`src/hw/ssc_pkg.sv`:
```
// constants and types shared by the serial port design
package ssc_pkg;
   // register byte offsets on the avalon slave
   localparam logic [4:0] OFS_DATA_BUF   = 5'h00;
   localparam logic [4:0] OFS_CONTROL    = 5'h04;
   localparam logic [4:0] OFS_STATUS     = 5'h08;
   localparam logic [4:0] OFS_IRQ_STATUS = 5'h0c;
   localparam logic [4:0] OFS_IRQ_MASK   = 5'h10;
   // serial_control_one fields
   localparam int CTL_WRITE_COLLISION_FLAG = 7;
   localparam int CTL_OVF  = 6;
   localparam int CTL_EN   = 5;
   localparam int CTL_CKP  = 4;
   localparam int CTL_MODE = 0;
   // serial_status fields
   localparam int STA_SMP = 7;
   localparam int STA_CKE = 6;
   localparam int STA_BF  = 0;
   // interrupt status / mask fields
   localparam int IRQ_DONE = 0;
   localparam int IRQ_WRITE_COLLISION_FLAG = 1;
   localparam int IRQ_OVF  = 2;
   localparam int IRQ_W    = 3;
   // port_mode_field codes
   localparam logic [3:0] MODE_MST_DIV4  = 4'h0;
   localparam logic [3:0] MODE_MST_DIV16 = 4'h1;
   localparam logic [3:0] MODE_MST_DIV64 = 4'h2;
   localparam logic [3:0] MODE_MST_TMR   = 4'h3;
   localparam logic [3:0] MODE_SLV_SS    = 4'h4;
   localparam logic [3:0] MODE_SLV_NOSS  = 4'h5;
   // half bit-period in ticks: peripheral ticks, timer ticks for HALF_TMR
   localparam logic [4:0] HALF_DIV4  = 5'h02;
   localparam logic [4:0] HALF_DIV16 = 5'h08;
   localparam logic [4:0] HALF_DIV64 = 5'h1f + 5'h01;
   localparam logic [4:0] HALF_TMR   = 5'h01;
   // byte framing
   localparam logic [2:0] LAST_BIT  = 3'h7;
   localparam logic [3:0] LAST_EDGE = 4'hf;
   localparam int         MSB       = 7;
   typedef enum logic {MST_IDLE, MST_SHIFT} ssc_mst_t;
endpackage

```
`src/hw/ssc_spi_port.sv`:
```
// spi port: slave select, power modes, registers on avalon-mm
//
// Our own choices: register access over Avalon-MM and the placing of the registers.
`timescale 1ns/10ps
`default_nettype none
module ssc_spi_port (
   // clock, reset, clock enable
   input  wire logic        I_MCLK,
   input  wire logic        I_SYS_RST,
   input  wire logic        I_CE,
   // avalon-mm slave
   input  wire logic [4:0]  I_AVS_ADDRESS,
   input  wire logic        I_AVS_READ,
   input  wire logic        I_AVS_WRITE,
   input  wire logic [31:0] I_AVS_WRITEDATA,
   input  wire logic [3:0]  I_AVS_BYTEENABLE,
   output logic      [31:0] O_AVS_READDATA,
   output logic             O_AVS_WAITREQUEST,
   // power management and clock sources
   input  wire logic        I_SLEEP,
   input  wire logic        I_IDLE,
   input  wire logic        I_PERIPH_TICK,
   input  wire logic        I_TMR_TICK,
   input  wire logic        I_SDO_DIR_IN,
   // serial pins
   input  wire logic        I_SCK,
   output logic             O_SCK,
   output logic             O_SCK_OE,
   input  wire logic        I_SDI,
   output logic             O_SDO,
   output logic             O_SDO_OE,
   input  wire logic        I_SS_N,
   // interrupt and wake
   output logic             O_IRQ,
   output logic             O_WAKE
);
   logic [2:0]          pin_s;
   logic                sck_s;
   logic                sdi_s;
   logic                ss_n_s;
   logic                sck_prev;
   logic [7:0]          control;
   logic                sample_phase_select;
   logic                cke;
   logic [7:0]          rx_buf;
   logic                bf;
   logic [7:0]          sr;
   logic                sdo_q;
   logic [2:0]          bit_cnt;
   ssc_pkg::ssc_mst_t   mst_state;
   logic [3:0]          edge_idx;
   logic [4:0]          div_cnt;
   logic                sck_q;
   logic [ssc_pkg::IRQ_W-1:0] irq_stat;
   logic [ssc_pkg::IRQ_W-1:0] irq_mask;
   logic                ack;
   logic                req;
   logic                acc;
   logic                wr_ok;
   logic                rd_ok;
   logic [3:0]          mode;
   logic                en;
   logic                clock_idle_level;
   logic                is_master;
   logic                is_slave;
   logic                mod_rst;
   logic                active;
   logic                load;
   logic                write_collision_flag_ev;
   logic                tick;
   logic                m_edge;
   logic                ev_a;
   logic                ev_b;
   logic                samp;
   logic                outv;
   logic                done_ev;
   logic                ovf_ev;
   logic [7:0]          sr_in;

   // sample phase: slaves ignore the smp bit and sample on the edge that cke picks
   function automatic logic sample_at_a(input logic c, input logic s, input logic m);
      sample_at_a = c & ~(s & m);
   endfunction

   function automatic logic [4:0] half_period(input logic [3:0] md);
      logic [4:0] h;
      h = ssc_pkg::HALF_TMR;
      unique case (md)
         ssc_pkg::MODE_MST_DIV4:  h = ssc_pkg::HALF_DIV4;
         ssc_pkg::MODE_MST_DIV16: h = ssc_pkg::HALF_DIV16;
         ssc_pkg::MODE_MST_DIV64: h = ssc_pkg::HALF_DIV64;
         default:                 h = ssc_pkg::HALF_TMR;
      endcase
      half_period = h;
   endfunction

   ssc_sync2 #(.W(3)) u_sync (
      .i_clk (I_MCLK),
      .i_rst (I_SYS_RST),
      .i_ce  (I_CE),
      .i_d   ({I_SCK, I_SDI, I_SS_N}),
      .o_q   (pin_s)
   );

   assign sck_s  = pin_s[2];
   assign sdi_s  = pin_s[1];
   assign ss_n_s = pin_s[0];

   assign mode      = control[ssc_pkg::CTL_MODE +: 4];
   assign en        = control[ssc_pkg::CTL_EN];
   assign clock_idle_level       = control[ssc_pkg::CTL_CKP];
   assign is_master = en & (mode <= ssc_pkg::MODE_MST_TMR);
   assign is_slave  = en & ((mode == ssc_pkg::MODE_SLV_SS) | (mode == ssc_pkg::MODE_SLV_NOSS));
   // select-high or disable resets; no serial edge needed
   assign mod_rst   = ~(is_master | is_slave) | ((mode == ssc_pkg::MODE_SLV_SS) & ss_n_s);
   assign active    = is_master ? (mst_state == ssc_pkg::MST_SHIFT) : (bit_cnt != '0);

   // one wait state: request taken on the edge where waitrequest is low
   assign req   = I_AVS_READ | I_AVS_WRITE;
   assign acc   = req & ack & I_CE;
   assign wr_ok = acc & I_AVS_WRITE & I_AVS_BYTEENABLE[0];
   assign rd_ok = acc & I_AVS_READ;
   // a low clock enable must not let the master finish an access that never lands
   assign O_AVS_WAITREQUEST = req & ~(ack & I_CE);

   assign load    = wr_ok & (I_AVS_ADDRESS == ssc_pkg::OFS_DATA_BUF) & ~active
                    & (is_master | is_slave);
   assign write_collision_flag_ev = wr_ok & (I_AVS_ADDRESS == ssc_pkg::OFS_DATA_BUF) & active;

   // sleep stops master clock; idle rate follows the peripheral tick, or the timer tick in timer mode
   assign tick   = (mode == ssc_pkg::MODE_MST_TMR) ? I_TMR_TICK : I_PERIPH_TICK;
   assign m_edge = (mst_state == ssc_pkg::MST_SHIFT) & ~I_SLEEP & tick
                   & (div_cnt == half_period(mode) - 5'h01);

   always_comb begin
      ev_a = 1'b0;
      ev_b = 1'b0;
      if (is_master) begin
         ev_a = m_edge & ~edge_idx[0];
         ev_b = m_edge & edge_idx[0];
      end else if (is_slave & ~mod_rst) begin
         // slave edges come only from the external clock
         ev_a = (sck_s != sck_prev) & (sck_s != clock_idle_level);
         ev_b = (sck_s != sck_prev) & (sck_s == clock_idle_level);
      end
   end

   // edge select and sample phase pick the events
   assign samp    = sample_at_a(cke, sample_phase_select, is_master) ? ev_a : ev_b;
   assign outv    = cke ? ev_b : ev_a;
   assign done_ev = samp & (bit_cnt == ssc_pkg::LAST_BIT);
   assign ovf_ev  = done_ev & bf;
   assign sr_in   = {sr[ssc_pkg::MSB-1:0], sdi_s};

   always_ff @(posedge I_MCLK or posedge I_SYS_RST) begin
      if (I_SYS_RST) begin
         sck_prev <= 1'b0;
      end else if (I_CE) begin
         sck_prev <= sck_s;
      end
   end

   always_ff @(posedge I_MCLK or posedge I_SYS_RST) begin
      if (I_SYS_RST) begin
         sr      <= 8'h00;
         sdo_q   <= 1'b0;
         bit_cnt <= 3'h0;
      end else if (I_CE) begin
         // a deselected slave is loaded ahead of its next frame
         if (load) begin
            sr <= I_AVS_WRITEDATA[7:0];
            // with cke set, msb presented before the first edge
            if (cke) begin
               sdo_q <= I_AVS_WRITEDATA[ssc_pkg::MSB];
            end
         end
         if (mod_rst) begin
            bit_cnt <= 3'h0;
         end else begin
            if (samp) begin
               sr      <= sr_in;
               bit_cnt <= bit_cnt + 3'h1;
            end
            if (outv) begin
               sdo_q <= samp ? sr[ssc_pkg::MSB-1] : sr[ssc_pkg::MSB];
            end
         end
      end
   end

   // master clock generator
   always_ff @(posedge I_MCLK or posedge I_SYS_RST) begin
      if (I_SYS_RST) begin
         mst_state <= ssc_pkg::MST_IDLE;
         edge_idx  <= 4'h0;
         div_cnt   <= 5'h00;
         sck_q     <= 1'b0;
      end else if (I_CE) begin
         if (mod_rst | ~is_master) begin
            mst_state <= ssc_pkg::MST_IDLE;
            edge_idx  <= 4'h0;
            div_cnt   <= 5'h00;
            sck_q     <= clock_idle_level;
         end else begin
            unique case (mst_state)
               ssc_pkg::MST_IDLE: begin
                  sck_q    <= clock_idle_level;
                  edge_idx <= 4'h0;
                  div_cnt  <= 5'h00;
                  if (load) begin
                     mst_state <= ssc_pkg::MST_SHIFT;
                  end
               end
               ssc_pkg::MST_SHIFT: begin
                  // counting halts while asleep, state kept
                  if (m_edge) begin
                     div_cnt  <= 5'h00;
                     sck_q    <= ~sck_q;
                     edge_idx <= edge_idx + 4'h1;
                     if (edge_idx == ssc_pkg::LAST_EDGE) begin
                        mst_state <= ssc_pkg::MST_IDLE;
                     end
                  end else if (tick & ~I_SLEEP) begin
                     div_cnt <= div_cnt + 5'h01;
                  end
               end
            endcase
         end
      end
   end

   // buffer, buffer-full and sticky error flags; set wins over clear
   always_ff @(posedge I_MCLK or posedge I_SYS_RST) begin
      if (I_SYS_RST) begin
         rx_buf <= 8'h00;
         bf     <= 1'b0;
      end else if (I_CE) begin
         if (done_ev & ~bf) begin
            rx_buf <= sr_in;
         end
         if (done_ev) begin
            bf <= 1'b1;
         end else if (rd_ok & (I_AVS_ADDRESS == ssc_pkg::OFS_DATA_BUF)) begin
            bf <= 1'b0;
         end
      end
   end

   always_ff @(posedge I_MCLK or posedge I_SYS_RST) begin
      if (I_SYS_RST) begin
         control <= 8'h00;
         sample_phase_select     <= 1'b0;
         cke     <= 1'b0;
      end else if (I_CE) begin
         if (wr_ok & (I_AVS_ADDRESS == ssc_pkg::OFS_CONTROL)) begin
            control <= I_AVS_WRITEDATA[7:0];
         end
         if (wr_ok & (I_AVS_ADDRESS == ssc_pkg::OFS_STATUS)) begin
            sample_phase_select <= I_AVS_WRITEDATA[ssc_pkg::STA_SMP];
            cke <= I_AVS_WRITEDATA[ssc_pkg::STA_CKE];
         end
         if (write_collision_flag_ev) begin
            control[ssc_pkg::CTL_WRITE_COLLISION_FLAG] <= 1'b1;
         end
         if (ovf_ev) begin
            control[ssc_pkg::CTL_OVF] <= 1'b1;
         end
      end
   end

   // interrupt status cleared by reading it, masked onto one level
   always_ff @(posedge I_MCLK or posedge I_SYS_RST) begin
      if (I_SYS_RST) begin
         irq_stat <= '0;
         irq_mask <= '0;
      end else if (I_CE) begin
         if (rd_ok & (I_AVS_ADDRESS == ssc_pkg::OFS_IRQ_STATUS)) begin
            irq_stat <= '0;
         end
         // transfer complete raises the done flag
         if (done_ev) begin
            irq_stat[ssc_pkg::IRQ_DONE] <= 1'b1;
         end
         if (write_collision_flag_ev) begin
            irq_stat[ssc_pkg::IRQ_WRITE_COLLISION_FLAG] <= 1'b1;
         end
         if (ovf_ev) begin
            irq_stat[ssc_pkg::IRQ_OVF] <= 1'b1;
         end
         if (wr_ok & (I_AVS_ADDRESS == ssc_pkg::OFS_IRQ_MASK)) begin
            irq_mask <= I_AVS_WRITEDATA[ssc_pkg::IRQ_W-1:0];
         end
      end
   end

   always_ff @(posedge I_MCLK or posedge I_SYS_RST) begin
      if (I_SYS_RST) begin
         O_IRQ  <= 1'b0;
         O_WAKE <= 1'b0;
      end else if (I_CE) begin
         O_IRQ  <= |(irq_stat & irq_mask);
         // only an enabled interrupt wakes the controller
         O_WAKE <= |(irq_stat & irq_mask) & (I_SLEEP | I_IDLE);
      end
   end

   // bus answer and read data
   always_ff @(posedge I_MCLK or posedge I_SYS_RST) begin
      if (I_SYS_RST) begin
         ack            <= 1'b0;
         O_AVS_READDATA <= 32'h0000_0000;
      end else if (I_CE) begin
         ack <= req & ~ack;
         if (req & ~ack) begin
            unique case (I_AVS_ADDRESS)
               ssc_pkg::OFS_DATA_BUF:   O_AVS_READDATA <= {24'h000000, rx_buf};
               ssc_pkg::OFS_CONTROL:    O_AVS_READDATA <= {24'h000000, control};
               ssc_pkg::OFS_STATUS:     O_AVS_READDATA <= {24'h000000, sample_phase_select, cke, 5'h00, bf};
               ssc_pkg::OFS_IRQ_STATUS: O_AVS_READDATA <= {29'h00000000, irq_stat};
               ssc_pkg::OFS_IRQ_MASK:   O_AVS_READDATA <= {29'h00000000, irq_mask};
               default:                 O_AVS_READDATA <= 32'h0000_0000;
            endcase
         end
      end
   end

   // pins
   assign O_SCK    = is_master ? sck_q : clock_idle_level;
   assign O_SCK_OE = is_master;
   assign O_SDO    = sdo_q;
   // drive only while selected and the pin is an output
   assign O_SDO_OE = (is_master | is_slave) & ~mod_rst & ~I_SDO_DIR_IN;
endmodule
`default_nettype wire

```
`src/hw/ssc_sync2.sv`:
```
// two-flop synchroniser for pin inputs
`timescale 1ns/10ps
`default_nettype none
module ssc_sync2 #(
   parameter int W = 1
) (
   input  wire logic         i_clk,
   input  wire logic         i_rst,
   input  wire logic         i_ce,
   input  wire logic [W-1:0] i_d,
   output logic      [W-1:0] o_q
);
   logic [W-1:0] meta;

   always_ff @(posedge i_clk or posedge i_rst) begin
      if (i_rst) begin
         meta <= '0;
         o_q  <= '0;
      end else if (i_ce) begin
         meta <= i_d;
         o_q  <= meta;
      end
   end
endmodule
`default_nettype wire

```
`config.mk`:
```
export PLATFORM = sky130hd
export DESIGN_NAME = ssc_spi_port
export DESIGN_NICKNAME = d
export VERILOG_FILES = /design/src/hw/ssc_pkg.sv /design/src/hw/ssc_spi_port.sv /design/src/hw/ssc_sync2.sv
export SDC_FILE = /design/constraint.sdc
export NUM_CORES = 1
export LEC_CHECK = 0
export BUFFER_PORTS_ARGS = -buffer_cell sky130_fd_sc_hd__buf_2
export CAP_MARGIN = 20
export CORE_MARGIN = 2
export CORE_UTILIZATION = 55
export CTS_BUF_LIST = sky130_fd_sc_hd__clkbuf_4
export CTS_CLUSTER_DIAMETER = 80
export CTS_CLUSTER_SIZE = 25
export DETAILED_ROUTE_END_ITERATION = 10
export PLACE_DENSITY = 0.91
export RECOVER_POWER = 50
export REMOVE_ABC_BUFFERS = 1
export SYNTH_ARGS = -nofsm -noshare
export SYNTH_HDL_FRONTEND = slang
export SYNTH_SLANG_ARGS = --single-unit
```
`constraint.sdc`:
```
create_clock -name I_MCLK -period 3.6 [get_ports I_MCLK]
set_input_delay 1.08 -clock I_MCLK [delete_from_list [all_inputs] [get_ports I_MCLK]]
set_output_delay 1.08 -clock I_MCLK [all_outputs]
set_load 0.03 [all_outputs]
```
* After elaboration in Yosys (flattened, before gate mapping)
Index checks and enable logic that the tools add are counted.
** Operators by class
- $add $sub $neg :: 4
- Magnitude comparators :: 1
- Equal/unequal tests :: 17
- Muxes and demuxes :: 45
- Bitwise operators :: 57
- Reductions and logical operators :: 25
** Operators by type and width (number)
- 8-bit case mux with 5 select lines :: 1
- 1-bit bitwise AND :: 37
- 8-bit 2-to-1 mux :: 4
- 2-bit AND reduction :: 14
- 1-bit 2-to-1 mux :: 27
- 5-bit 2-to-1 mux :: 3
- 2-bit nonzero test :: 7
- 1-bit inverter :: 13
- 4-bit case mux with 3 select lines :: 1
- 5-bit by 4-bit equality test with 1-bit output (second input constant) :: 2
- 5-bit case mux with 2 select lines :: 1
- 3-bit 2-to-1 mux :: 3
- 4-bit by 2-bit equality test with 1-bit output (second input constant) :: 2
- 4-bit by 3-bit equality test with 1-bit output (second input constant) :: 2
- 4-bit 2-to-1 mux :: 2
- 4-bit case mux with 2 select lines :: 1
- 1-bit bitwise OR :: 6
- 5-bit by 1-bit adder with 5-bit output (second input constant) :: 1
- 5-bit by 3-bit equality test with 1-bit output (second input constant) :: 1
- 5-bit equality test :: 1
- 5-bit equality test (second input constant) :: 1
- 5-bit zero test :: 1
- 5-bit by 1-bit subtractor with 5-bit output (second input constant) :: 1
- 4-bit by 1-bit adder with 4-bit output (second input constant) :: 1
- 14 further kinds :: 16
** Word-level totals
- Bits in registers :: 90
- Bits of input ports :: 54
- Output and inout port bits :: 39
- Logic and storage cells :: 174

* Depth between registers and ports, before layout
Gate-level depths: netlist of run 1.
- Depth after elaboration :: 15
- Mapped depth :: 12
- Mapped depth without buffers :: 10

* Hierarchy
Synthesis of run 1 repeated with hierarchy kept, for this count alone.
** Second synthesis, totals
- Cell total of the unflattened synthesis :: 352
- Area, all modules :: 3739.8 um2
** By module, submodules not included
- ssc_spi_port :: times used 1, cells an instance 338, area each 3484.6 um2, seq. area each 1501.4 um2
- ssc_sync2 :: times used 1, cells an instance 14, area each 255.2 um2, seq. area each 150.1 um2

* Least setup slack after synthesis of run 1
No wires, ideal clock.
- Path kind :: input-to-output
- From :: input port I_CE
- To :: output port O_AVS_WAITREQUEST
- Data arrival time :: 2.226 ns
- Data required time :: 2.520 ns
- Slack :: 0.294 ns
- Cell stages on the path :: 4
- Buffers on the path :: 3
- Cells stage by stage :: clkbuf_1 > buf_1 > clkbuf_1 > a21oi_1
** On the way
- Word-level cells in the longest chain between the ends :: 3
** RTL lines
- start: declaration :: line ssc_spi_port.sv:10 : input wire logic I_CE,
- 1-bit bitwise AND :: line ssc_spi_port.sv:124 : assign O_AVS_WAITREQUEST = req & ~(ack & I_CE);
- 1-bit inverter :: line ssc_spi_port.sv:124
- 1-bit bitwise AND :: line ssc_spi_port.sv:124
- end: declaration :: line ssc_spi_port.sv:18 : output logic O_AVS_WAITREQUEST,
Every way passes these cells.

* Worst setup path in the final report of run 1
- From :: register control[0]
- To :: register rx_buf[7]
** On the way
- Word-level cells in the longest chain between the ends :: 14
- Elaborated cells between the ends (all ways) :: 35
- Those cells by class :: add/sub: 1; order compare: 1; eq/ne: 6; mux: 7; bitwise: 18; reduce/logical: 2
** RTL lines
- start: declaration :: line ssc_spi_port.sv:42 : logic [7:0] control;
- start signal: assignment :: line ssc_spi_port.sv:256 : control <= I_AVS_WRITEDATA[7:0];
- parallel branches: the longest is 10 deep, another holds 5-bit by 1-bit subtractor with 5-bit output
- 1-bit 2-to-1 mux * :: line ssc_spi_port.sv:149 : assign samp = sample_at_a(cke, sample_phase_select, is_master) ? ev_a : ev_b;
- 1-bit bitwise AND * :: line ssc_spi_port.sv:151 : assign done_ev = samp & (bit_cnt == ssc_pkg::LAST_BIT);
- 1-bit bitwise AND * :: line ssc_spi_port.sv:238 : if (done_ev & ~bf) begin
- 2-bit AND reduction (no source line) *
- end signal: assignment :: line ssc_spi_port.sv:239 : rx_buf <= sr_in;
- end: declaration :: line ssc_spi_port.sv:45 : logic [7:0] rx_buf;
Mark *: on every way between the ends.
A chain may end at the register's enable or synchronous reset.

==> results.toml, run 1 <==
[synth]
synth.yosys.seq_area_share_pct = 45.9
async_reset_ff_share_pct = 100
synth_edf_count = 0
synth.yosys.warnings = 0
synthesis.area_sq_mm = 0.00360
ys_ff_latch = 66
synth_top_area_cell = "dfrtp_1"
synth_area_leaders = "dfrtp_1, mux2_2, buf_4"
ys.flop_type = "dfrtp_1"
avgSynthCellArea_sq_um = 10.2
synthCells = 351
synth_top_area_share_pct = 45.9
netlist-cell-type-count = 51

[worst_setup_path]
worst_setup_path_start_kind = "flip-flop"
arrival_ns = 3.57
endpoint_kind = "flip-flop"
reg2reg_from = "control[0]"
r2r-end = "rx_buf[7]"
crit_fanout = 8
crit_required_ns = 3.90
r2r_slack_ns = 0.32
reg2reg_depth = 10
path_class = "flip-flop to flip-flop"
critPathLaunch = "control[0]"

[clock_network]
cts_sinks = 66
hold_buffers = 0
ctsRootBufferMaster = "clkbuf_4"
clockBufferDepth = 2
h-tree-depth = 3
cts_tree = "built"
cts_setup_buffers = 0
cts_resized = 0
numCtsBuffers = 9
cts.clk_slew.worst_paths_ns = 0.11
insertion_delay_ns = 0.42

[outcome]
violations = "max-capacitance violations, max-slew violations"
status = "finished, violations left"

[sta]
fmax_mhz = 305
maxSlewViolCount = 42
rsz0062_at_grt = "no"
hold_viol = 0
layout_min_cycle_time_ns = 3.28
worst_slack_ns = 0.322
setup_viol = 0
post-route-period-util_pct = 91.1
slew_headroom_pct = -4.07
skew_ns = 0.0223
final.setup.tns_ns = 0
tightest_slew_ns = 1.56

[route]
wl_per_cell_um = 17.0
final_antenna_net_count = 0
route.detailed.drc = 0
vias_per_cell = 6.04
dr.first_iter.drc_count = 298
wl_um = 8150
vias = 2885
dr.pass1.iters = 8

[power]
power.density_mw_per_mm2 = 374
power.leakage_nw = 1.88
peakVddDrop_mv = 0.260

[place]
io_buffers = 41
routabilityCongestion = 0.933
hpwl_um = 6090
preCtsSetupSlack_ns = 0.368

[cells_and_area]
area_growth_pct = 9.19
drive_gt1_share_pct = 24.7
most-common-layout-cells = "dfrtp_1, buf_2, nand2_1"
final_common_cell = "dfrtp_1"
nNetsFinal = 456
antennaDiodeCount = 0

[global_routing]
grt_util_all_layers_pct = 24.2
grt_antenna_before_repair = 0
grt_first_pass_wirelength_um = 13600
grt_max_degree = 42
gr-total-overflow = 0
grt_pass1_vias = 2803

[floorplanning]
core_area_sq_mm = 0.00635
die_y_um = 84.9
rows = 29
die-area_sq_mm = 0.00720
fp.dieW_um = 84.9
start_util_pct = 56.6
ios = 93

[hold_path]
min_to = "O_WAKE"
worstHoldStart = "O_WAKE"
min_path_cells = 1
hp-class = "flip-flop to flip-flop"

[run]
maxCapViolations = 1
## logic make-up after synthesis
| logic type | Yosys count | synth area share (%) |
|---|---|---|
| simple gates | 95 | 13.6 |
| compound gates | 78 | 14.7 |
| flops | 66 | 45.9 |
| buf+inv | 54 | 8.59 |
| mux | 41 | 12.5 |
| xor+xnor | 10 | 2.44 |
| fa+ha+maj | 6 | 2.09 |
| other cells | 1 | 0.104 |
## metrics by stage
| stage | hold slack, ns | utilization, % | std cells | power, W | cell area [sq um] |
|---|---|---|---|---|---|
| floorplan | 0.460 | - | 334 | 0.000918 | 3430 |
| global placement | 0.456 | 59.9 | 462 | 0.000975 | 3800 |
| detailed placement | 0.467 | 59.9 | 462 | 0.000986 | 3800 |
| CTS | 0.491 | 62.0 | 478 | 0.00147 | 3940 |
| global route | 0.513 | 61.8 | 478 | 0.00153 | 3930 |
| finish | 0.488 | 61.8 | 478 | 0.00147 | 3930 |
## state kept, by name, summed over array words and instances (netlist names), 3 cells and up
register and count:
O_AVS_READDATA 8, bit_cnt 3, control 8, div_cnt 5, edge_idx 4, irq_mask 3
irq_stat 3, rx_buf 8, sr 8, u_sync.meta 3, u_sync.o_q 3
## Yosys cell counts, types with 4 or more instances
| master | instances |
|---|---|
| a21oi_1 | 10 |
| a2bb2oi_1 | 7 |
| buf_4 | 26 |
| clkbuf_1 | 10 |
| dfrtp_1 | 66 |
| ha_1 | 6 |
| inv_1 | 14 |
| mux2_2 | 32 |
| mux2i_1 | 9 |
| nand2_1 | 33 |
| nand3_1 | 13 |
| nand3b_1 | 4 |
| nand4_1 | 5 |
| nor2_1 | 14 |
| nor2b_1 | 4 |
| nor3_1 | 6 |
| o21a_1 | 4 |
| o21ai_0 | 26 |
| o22ai_1 | 9 |
| xor2_1 | 7 |
## report_power, final
part | internal, W | switching [W]
logic | 0.0000584 | 0.000122
clock network | 0.000210 | 0.000285
registers | 0.000766 | 0.0000249
## worst max-delay path: stages, from the launching register on
cell	delay, ns
dfrtp_1	0.42
xnor2_1	0.19
nor3_1	0.37
ha_1	0.32
xor2_1	0.14
nand3_1	0.13
a2111oi_4	0.40
nand3_1	0.15
and2_1	0.23
nor3_4	0.42
mux2_2	0.39
## routing by layer
| layer | part of all wire [%] | vias to the layer above | track usage [%] |
|---|---|---|---|
| met5 | 0 | - | 0 |
| met4 | 2.8 | 0 | 11.3 |
| met3 | 7.7 | 22 | 4.09 |
| met2 | 49 | 156 | 38.9 |
| met1 | 41 | 1392 | 32.3 |
| li1 | - | 1315 | - |
## area by class of cell
class                   instances  area (sq um)
fillers                       494          2420
repair buffers                 51           268
well taps                      77          96.3
clock buffers                   9          67.6
flip-flops and latches         66          1650
multi-input cells             254          1720
clock inverters                 7          68.8
inverters                      14          52.6
## worst max path at each step
stage	to	slack, ns	cells past startpoint
2_1_floorplan	rx_buf[0]	0.62	10
3_3_place_gp	rx_buf[5]	0.48	10
3_5_place_dp	rx_buf[3]	0.37	10
4_1_cts	rx_buf[7]	0.32	10
5_1_grt	rx_buf[7]	0.16	10
6_report	rx_buf[7]	0.32	10
(Power assumes the default switching activity.)
==> run 2, diff against run 1 <==
GPL_TIMING_DRIVEN = 0   (was not set)
==> run 2 against run 1 <==
  * The flow now finishes without violations
  * Design area unchanged
  * Flip-flop and latch count unchanged
  * Worst hold slack got worse by 0.0044 ns
  * Critical path type unchanged
  * Largest cell class unchanged
==> results.toml, run 2 (synthesis gave the netlist of run 1 again) <==
[place]
routabilityCongestion = 0.884
preCtsSetupSlack_ns = 0.130
hpwl_um = 5530
io_buffers = 41
dp_cells = 453

[run]
maxCapViolations = 0

[clock_network]
hold_buffers = 0
h-tree-depth = 3
ctsRootBufferMaster = "clkbuf_4"
numCtsBuffers = 9
cts.clk_slew.worst_paths_ns = 0.13
cts_tree = "built"
clockBufferDepth = 2
insertion_delay_ns = 0.45
cts_sinks = 66

[route]
dr.first_iter.drc_count = 267
final_antenna_net_count = 0
wl_um = 7890
vias = 2846
wl_per_cell_um = 16.8
route.detailed.drc = 0
vias_per_cell = 6.06
dr.pass1.iters = 7

[global_routing]
grt_util_all_layers_pct = 23.4
grt_first_pass_wirelength_um = 13200
grt_pass1_vias = 2732
grt_antenna_before_repair = 0
grt_max_degree = 40
gr-total-overflow = 0

[floorplanning]
die_y_um = 84.9
start_util_pct = 56.6
core_area_sq_mm = 0.00635
die-area_sq_mm = 0.00720
rows = 29
fp.dieW_um = 84.9
ios = 93

[worst_setup_path]
cp_cell_sequence = "xnor2_1, nor3_1, ha_1, xor2_1, nand3_1, a2111oi_4, nand3_1, and2_1, nor3_4, buf_12, mux2_2"
arrival_ns = 3.72
critPathTopFamily = "simple AND/OR/NAND/NOR gates"
worst_setup_path_start_kind = "flip-flop"
critPathLaunch = "control[0]"
path_class = "flip-flop to flip-flop"
crit_fanout = 9
path_buf_inv = 1
critPathMaxStageDelay_ns = 0.52
reg2reg_from = "control[0]"
crit_top_cell = "nand3_1"
cp_slowest_cell = "dfrtp_1"
endpoint_kind = "flip-flop"
crit_required_ns = 3.93

[power]
peakVddDrop_mv = 0.257
power.density_mw_per_mm2 = 393
seq_power_share_pct = 51.5
p_sw_share_pct = 28.0
power.leakage_nw = 1.87
internal-power_w = 0.00111
power.switching_w = 0.000432
power_frac_clock_pct = 37.6
comb_power_share_pct = 11.0

[hold_path]
worstHoldStart = "O_AVS_READDATA[2]"
hp-class = "flip-flop to flip-flop"

[sta]
worst_slack_ns = 0.205
post-route-period-util_pct = 94.3
fmax_mhz = 295
whs_ns = 0.483
maxSlewViolCount = 0
setup_viol = 0
final.setup.tns_ns = 0
tightest_slew_ns = 1.40
layout_min_cycle_time_ns = 3.40
rsz0062_at_grt = "no"
hold_viol = 0
skew_ns = 0.0193
slew_headroom_pct = 6.46

[cells_and_area]
nNetsFinal = 448
final_util_pct = 61.8
most-common-layout-cells = "dfrtp_1, buf_2, nand2_1"
fin_cells = 470
antennaDiodeCount = 0
n_fill_cell = 492
final_common_cell = "dfrtp_1"
drive_gt1_share_pct = 24.2
area_growth_pct = 9.19

[outcome]
status = "finished, final reports clean"
[run 2: power groups by stage]
stage | logic [W] | registers (W) | clock network [W]
after detailed placement | 0.000171 | 0.000808 | 0
after floorplan | 0.000117 | 0.000801 | 0
final | 0.000169 | 0.000794 | 0.000580
after global routing | 0.000187 | 0.000798 | 0.000622
after global placement | 0.000162 | 0.000806 | 0
after CTS | 0.000172 | 0.000793 | 0.000583
[run 2: worst register-to-register path, delay by kind of cell, from the launching register on]
kind | cells | cell delay (ns)
mux | 1 | 0.33
fa+ha+maj | 1 | 0.32
xor+xnor | 2 | 0.34
flops | 1 | 0.52
compound gates | 1 | 0.39
buf+inv | 1 | 0.16
simple gates | 5 | 1.21
[run 2: path summary, 6_finish.rpt]
path | endpoint | slack (ns) | cells after the start
worst max-delay path | rx_buf[6] | 0.20 | 11
worst min-delay path | O_AVS_READDATA[2] | 0.48 | 2
worst max register to register | rx_buf[6] | 0.20 | 11
worst min register to register | O_AVS_READDATA[2] | 0.48 | 2
max in group asynchronous | control[6] | 0.67 | 3
min in group asynchronous | O_AVS_READDATA[5] | 0.97 | 2
[run 2: timing repair]
item / CTS / global route
setup buffers: 0 / 1
endpoints found under the hold margin: 0 / 0
setup endpoints to repair: 0 / 8
gates resized for setup: 0 / 0
[run 2: routing by layer]
layer | routed length (um) | GRT usage [%] | vias up | share of wire (%)
met5 | 0 | 0 | - | 0
met4 | 233 | 12.8 | 0 | 3.0
met1 | 3410 | 31.3 | 1390 | 43
li1 | - | - | 1289 | -
met2 | 3710 | 35.9 | 141 | 47
met3 | 543 | 4.96 | 26 | 6.9
[run 2: layout make-up]
class                      instances  area [sq um]  area share, %
tap                               77          96.3           2.45
inverter                          14          52.6           1.34
sequential                        66          1650           42.1
clock inverter                     6          91.3           2.33
multi-input combinational        254          1720           43.8
clock buffer                      10          75.1           1.91
timing repair buffer              43           238           6.05
[run 2: through the flow]
| stage | instance area [sq um] | total power, W |
|---|---|---|
| floorplan | 3430 | 0.000918 |
| global placement | 3730 | 0.000968 |
| detailed placement | 3750 | 0.000978 |
| CTS | 3910 | 0.00155 |
| global route | 3930 | 0.00161 |
| finish | 3930 | 0.00154 |
==> run 3, diff against run 2 <==
PLACE_DENSITY = 0.9   (was 0.91)
SYNTH_HIERARCHICAL = 1   (was not set)
==> run 3 against run 2 <==
  * Sequential power fell by 0.5%
  * Synthesized cell count rose by 0.28%
  * Sequential share of layout area fell by 1.3 points
  * Core utilization fell by 1.2 points
  * Critical path type unchanged
  * Largest cell class unchanged
==> results.toml, run 3 <==
[sta]
skew_ns = 0.00531
fmax_mhz = 317
layout_min_cycle_time_ns = 3.15
post-route-period-util_pct = 87.5
rsz0062_at_grt = "no"
tightest_slew_ns = 1.10
hold_viol = 0
maxSlewViolCount = 0
final.setup.tns_ns = 0
setup_viol = 0
slew_headroom_pct = 26.6

[route]
wl_um = 8270
dr.pass1.iters = 6
dr.first_iter.drc_count = 305
wl_per_cell_um = 17.4
vias_per_cell = 6.03
vias = 2872
final_antenna_net_count = 0
route.detailed.drc = 0

[place]
hpwl_um = 5880
routabilityCongestion = 0.883
io_buffers = 41
dp_cells = 459

[global_routing]
grt_util_all_layers_pct = 24.1
grt_max_degree = 47
grt_pass1_vias = 2780
grt_first_pass_wirelength_um = 13900
grt_antenna_before_repair = 0
gr-total-overflow = 0

[worst_setup_path]
path_class = "flip-flop to flip-flop"
worst_setup_path_start_kind = "flip-flop"
arrival_ns = 3.46
crit_fanout = 15
crit_required_ns = 3.91
r2r_slack_ns = 0.45
r2r-end = "rx_buf[4]"
crit_end = "rx_buf[4]"
critPathLaunch = "control[0]"
reg2reg_depth = 9
endpoint_kind = "flip-flop"
reg2reg_from = "control[0]"

[power]
power.leakage_nw = 2.00
peakVddDrop_mv = 0.275
power.density_mw_per_mm2 = 401

[floorplanning]
rows = 30
die-area_sq_mm = 0.00748
fp.dieW_um = 86.5
ios = 93
die_y_um = 86.5
core_area_sq_mm = 0.00668
start_util_pct = 56.0

[cells_and_area]
final_common_cell = "dfrtp_1"
multi_input_area_sq_mm = 0.00184
seq_area_sq_mm = 0.00165
antennaDiodeCount = 0
drive_gt1_share_pct = 23.7
area_growth_pct = 8.33
nNetsFinal = 451
fin_cells = 476
most-common-layout-cells = "dfrtp_1, buf_2, mux2_2"
n_fill_cell = 534

[clock_network]
cts_setup_buffers = 0
cts_sinks = 66
h-tree-depth = 3
insertion_delay_ns = 0.41
cts_tree = "built"
numCtsBuffers = 9
clockBufferDepth = 2
hold_buffers = 0
cts_resized = 0
cts.clk_slew.worst_paths_ns = 0.12
ctsRootBufferMaster = "clkbuf_4"

[synth]
async_reset_ff_share_pct = 100
synthesis.area_sq_mm = 0.00374
netlist_top_cells_count = "dfrtp_1, buf_4, mux2_2, nand2_1, o21ai_0"
synth.yosys.seq_area_share_pct = 44.2
synth_top_area_share_pct = 44.2
ys_ff_latch = 66
yosysMostFrequentCell = "dfrtp_1"
synth_edf_count = 0
avgSynthCellArea_sq_um = 10.6
synthCells = 352
ys.flop_type = "dfrtp_1"
synth_top_area_cell = "dfrtp_1"
netlist-cell-type-count = 61
synth.yosys.warnings = 6
synth_area_leaders = "dfrtp_1, mux2_2, buf_4"

[outcome]
status = "finished, final reports clean"

[run]
maxCapViolations = 0

[hold_path]
hp-class = "flip-flop to flip-flop"
## run 3: cell count changes after synthesis, sizes merged, moves of 3 or more
cell | before | now
o21a | 4 | 1
a211oi | 1 | 5
clkbuf | 10 | 6
a22o | 1 | 5
nand2b | 2 | 14
or3 | 1 | 5
o22ai | 9 | 1
xnor2 | 3 | 9
xor2 | 7 | 1
mux2i | 9 | 15
nand3 | 13 | 6
o21ai | 26 | 20
nand2 | 33 | 23
## run 3: cell type report
cell class / count / area share (%)
clock inverter: 7 / 3.09
timing repair buffer: 43 / 5.28
tap: 80 / 2.47
inverter: 15 / 1.39
multi-input combinational: 256 / 45.3
sequential: 66 / 40.8
clock buffer: 9 / 1.67
## run 3: worst max-delay path, cell delays in order, from the launching register on
cell and delay [ns]:
dfrtp_1 0.52, xnor2_1 0.31, nor3_1 0.09, ha_1 0.31, xor2_1 0.13, and3_1 0.19
o2111a_2 0.32, a31oi_4 0.29, nor3_4 0.49, mux2_2 0.39
## run 3: metrics by stage
step | hold slack, ns | worst slack [ns] | total power, W | util (%) | cell area [sq um]
global placement | 0.463 | 0.379 | 0.000976 | 58.0 | 3870
finish | 0.491 | 0.450 | 0.00162 | 60.6 | 4050
CTS | 0.498 | 0.438 | 0.00163 | 61.1 | 4090
floorplan | 0.464 | 0.830 | 0.000926 | - | 3570
detailed placement | 0.469 | 0.305 | 0.000988 | 58.3 | 3890
global route | 0.513 | 0.209 | 0.00168 | 60.6 | 4050
## run 3: how the worst min path moves through the flow
| stage | start | endpoint | slack (ns) | depth (start not counted) |
|---|---|---|---|---|
| CTS | O_AVS_READDATA[0] | O_AVS_READDATA[0] | 0.50 | 2 |
| floorplan | control[7] | control[7] | 0.46 | 2 |
| detailed placement | O_AVS_READDATA[0] | O_AVS_READDATA[0] | 0.47 | 2 |
| global placement | O_AVS_READDATA[1] | O_AVS_READDATA[1] | 0.46 | 2 |
| global route | O_WAKE | O_WAKE | 0.51 | 1 |
| finish | O_AVS_READDATA[0] | O_AVS_READDATA[0] | 0.49 | 2 |
## run 3: power breakdown
part	internal [W]	leakage, nW	switching, W
combinational	0.0000554	1.01	0.000121
sequential	0.000763	0.897	0.0000272
clock	0.000359	0.101	0.000300
total	0.00118	2.00	0.000448
## run 3: layer usage
layer  vias up  routed length, um  global-route usage [%]
li1       1313                  -                       -
met1      1374               3570                    33.5
met2       157               3870                    36.5
met3        28                588                    4.29
met4         0                244                    12.4
met5         -                  0                       0
## run 3: kinds of logic (layout without fill, tap and decap cells)
| family | Yosys count | after routing | synth area share, % |
|---|---|---|---|
| other | 1 | 24 | 0.100 |
| buffers and inverters | 53 | 74 | 8.43 |
| AO/OA/AOI/OAI | 77 | 77 | 15.0 |
| AND/OR/NAND/NOR | 93 | 93 | 14.0 |
| flip-flops | 66 | 66 | 44.2 |
| adder cells (fa/ha/maj) | 6 | 6 | 2.01 |
| multiplexers | 46 | 46 | 14.0 |
| XOR/XNOR | 10 | 10 | 2.34 |
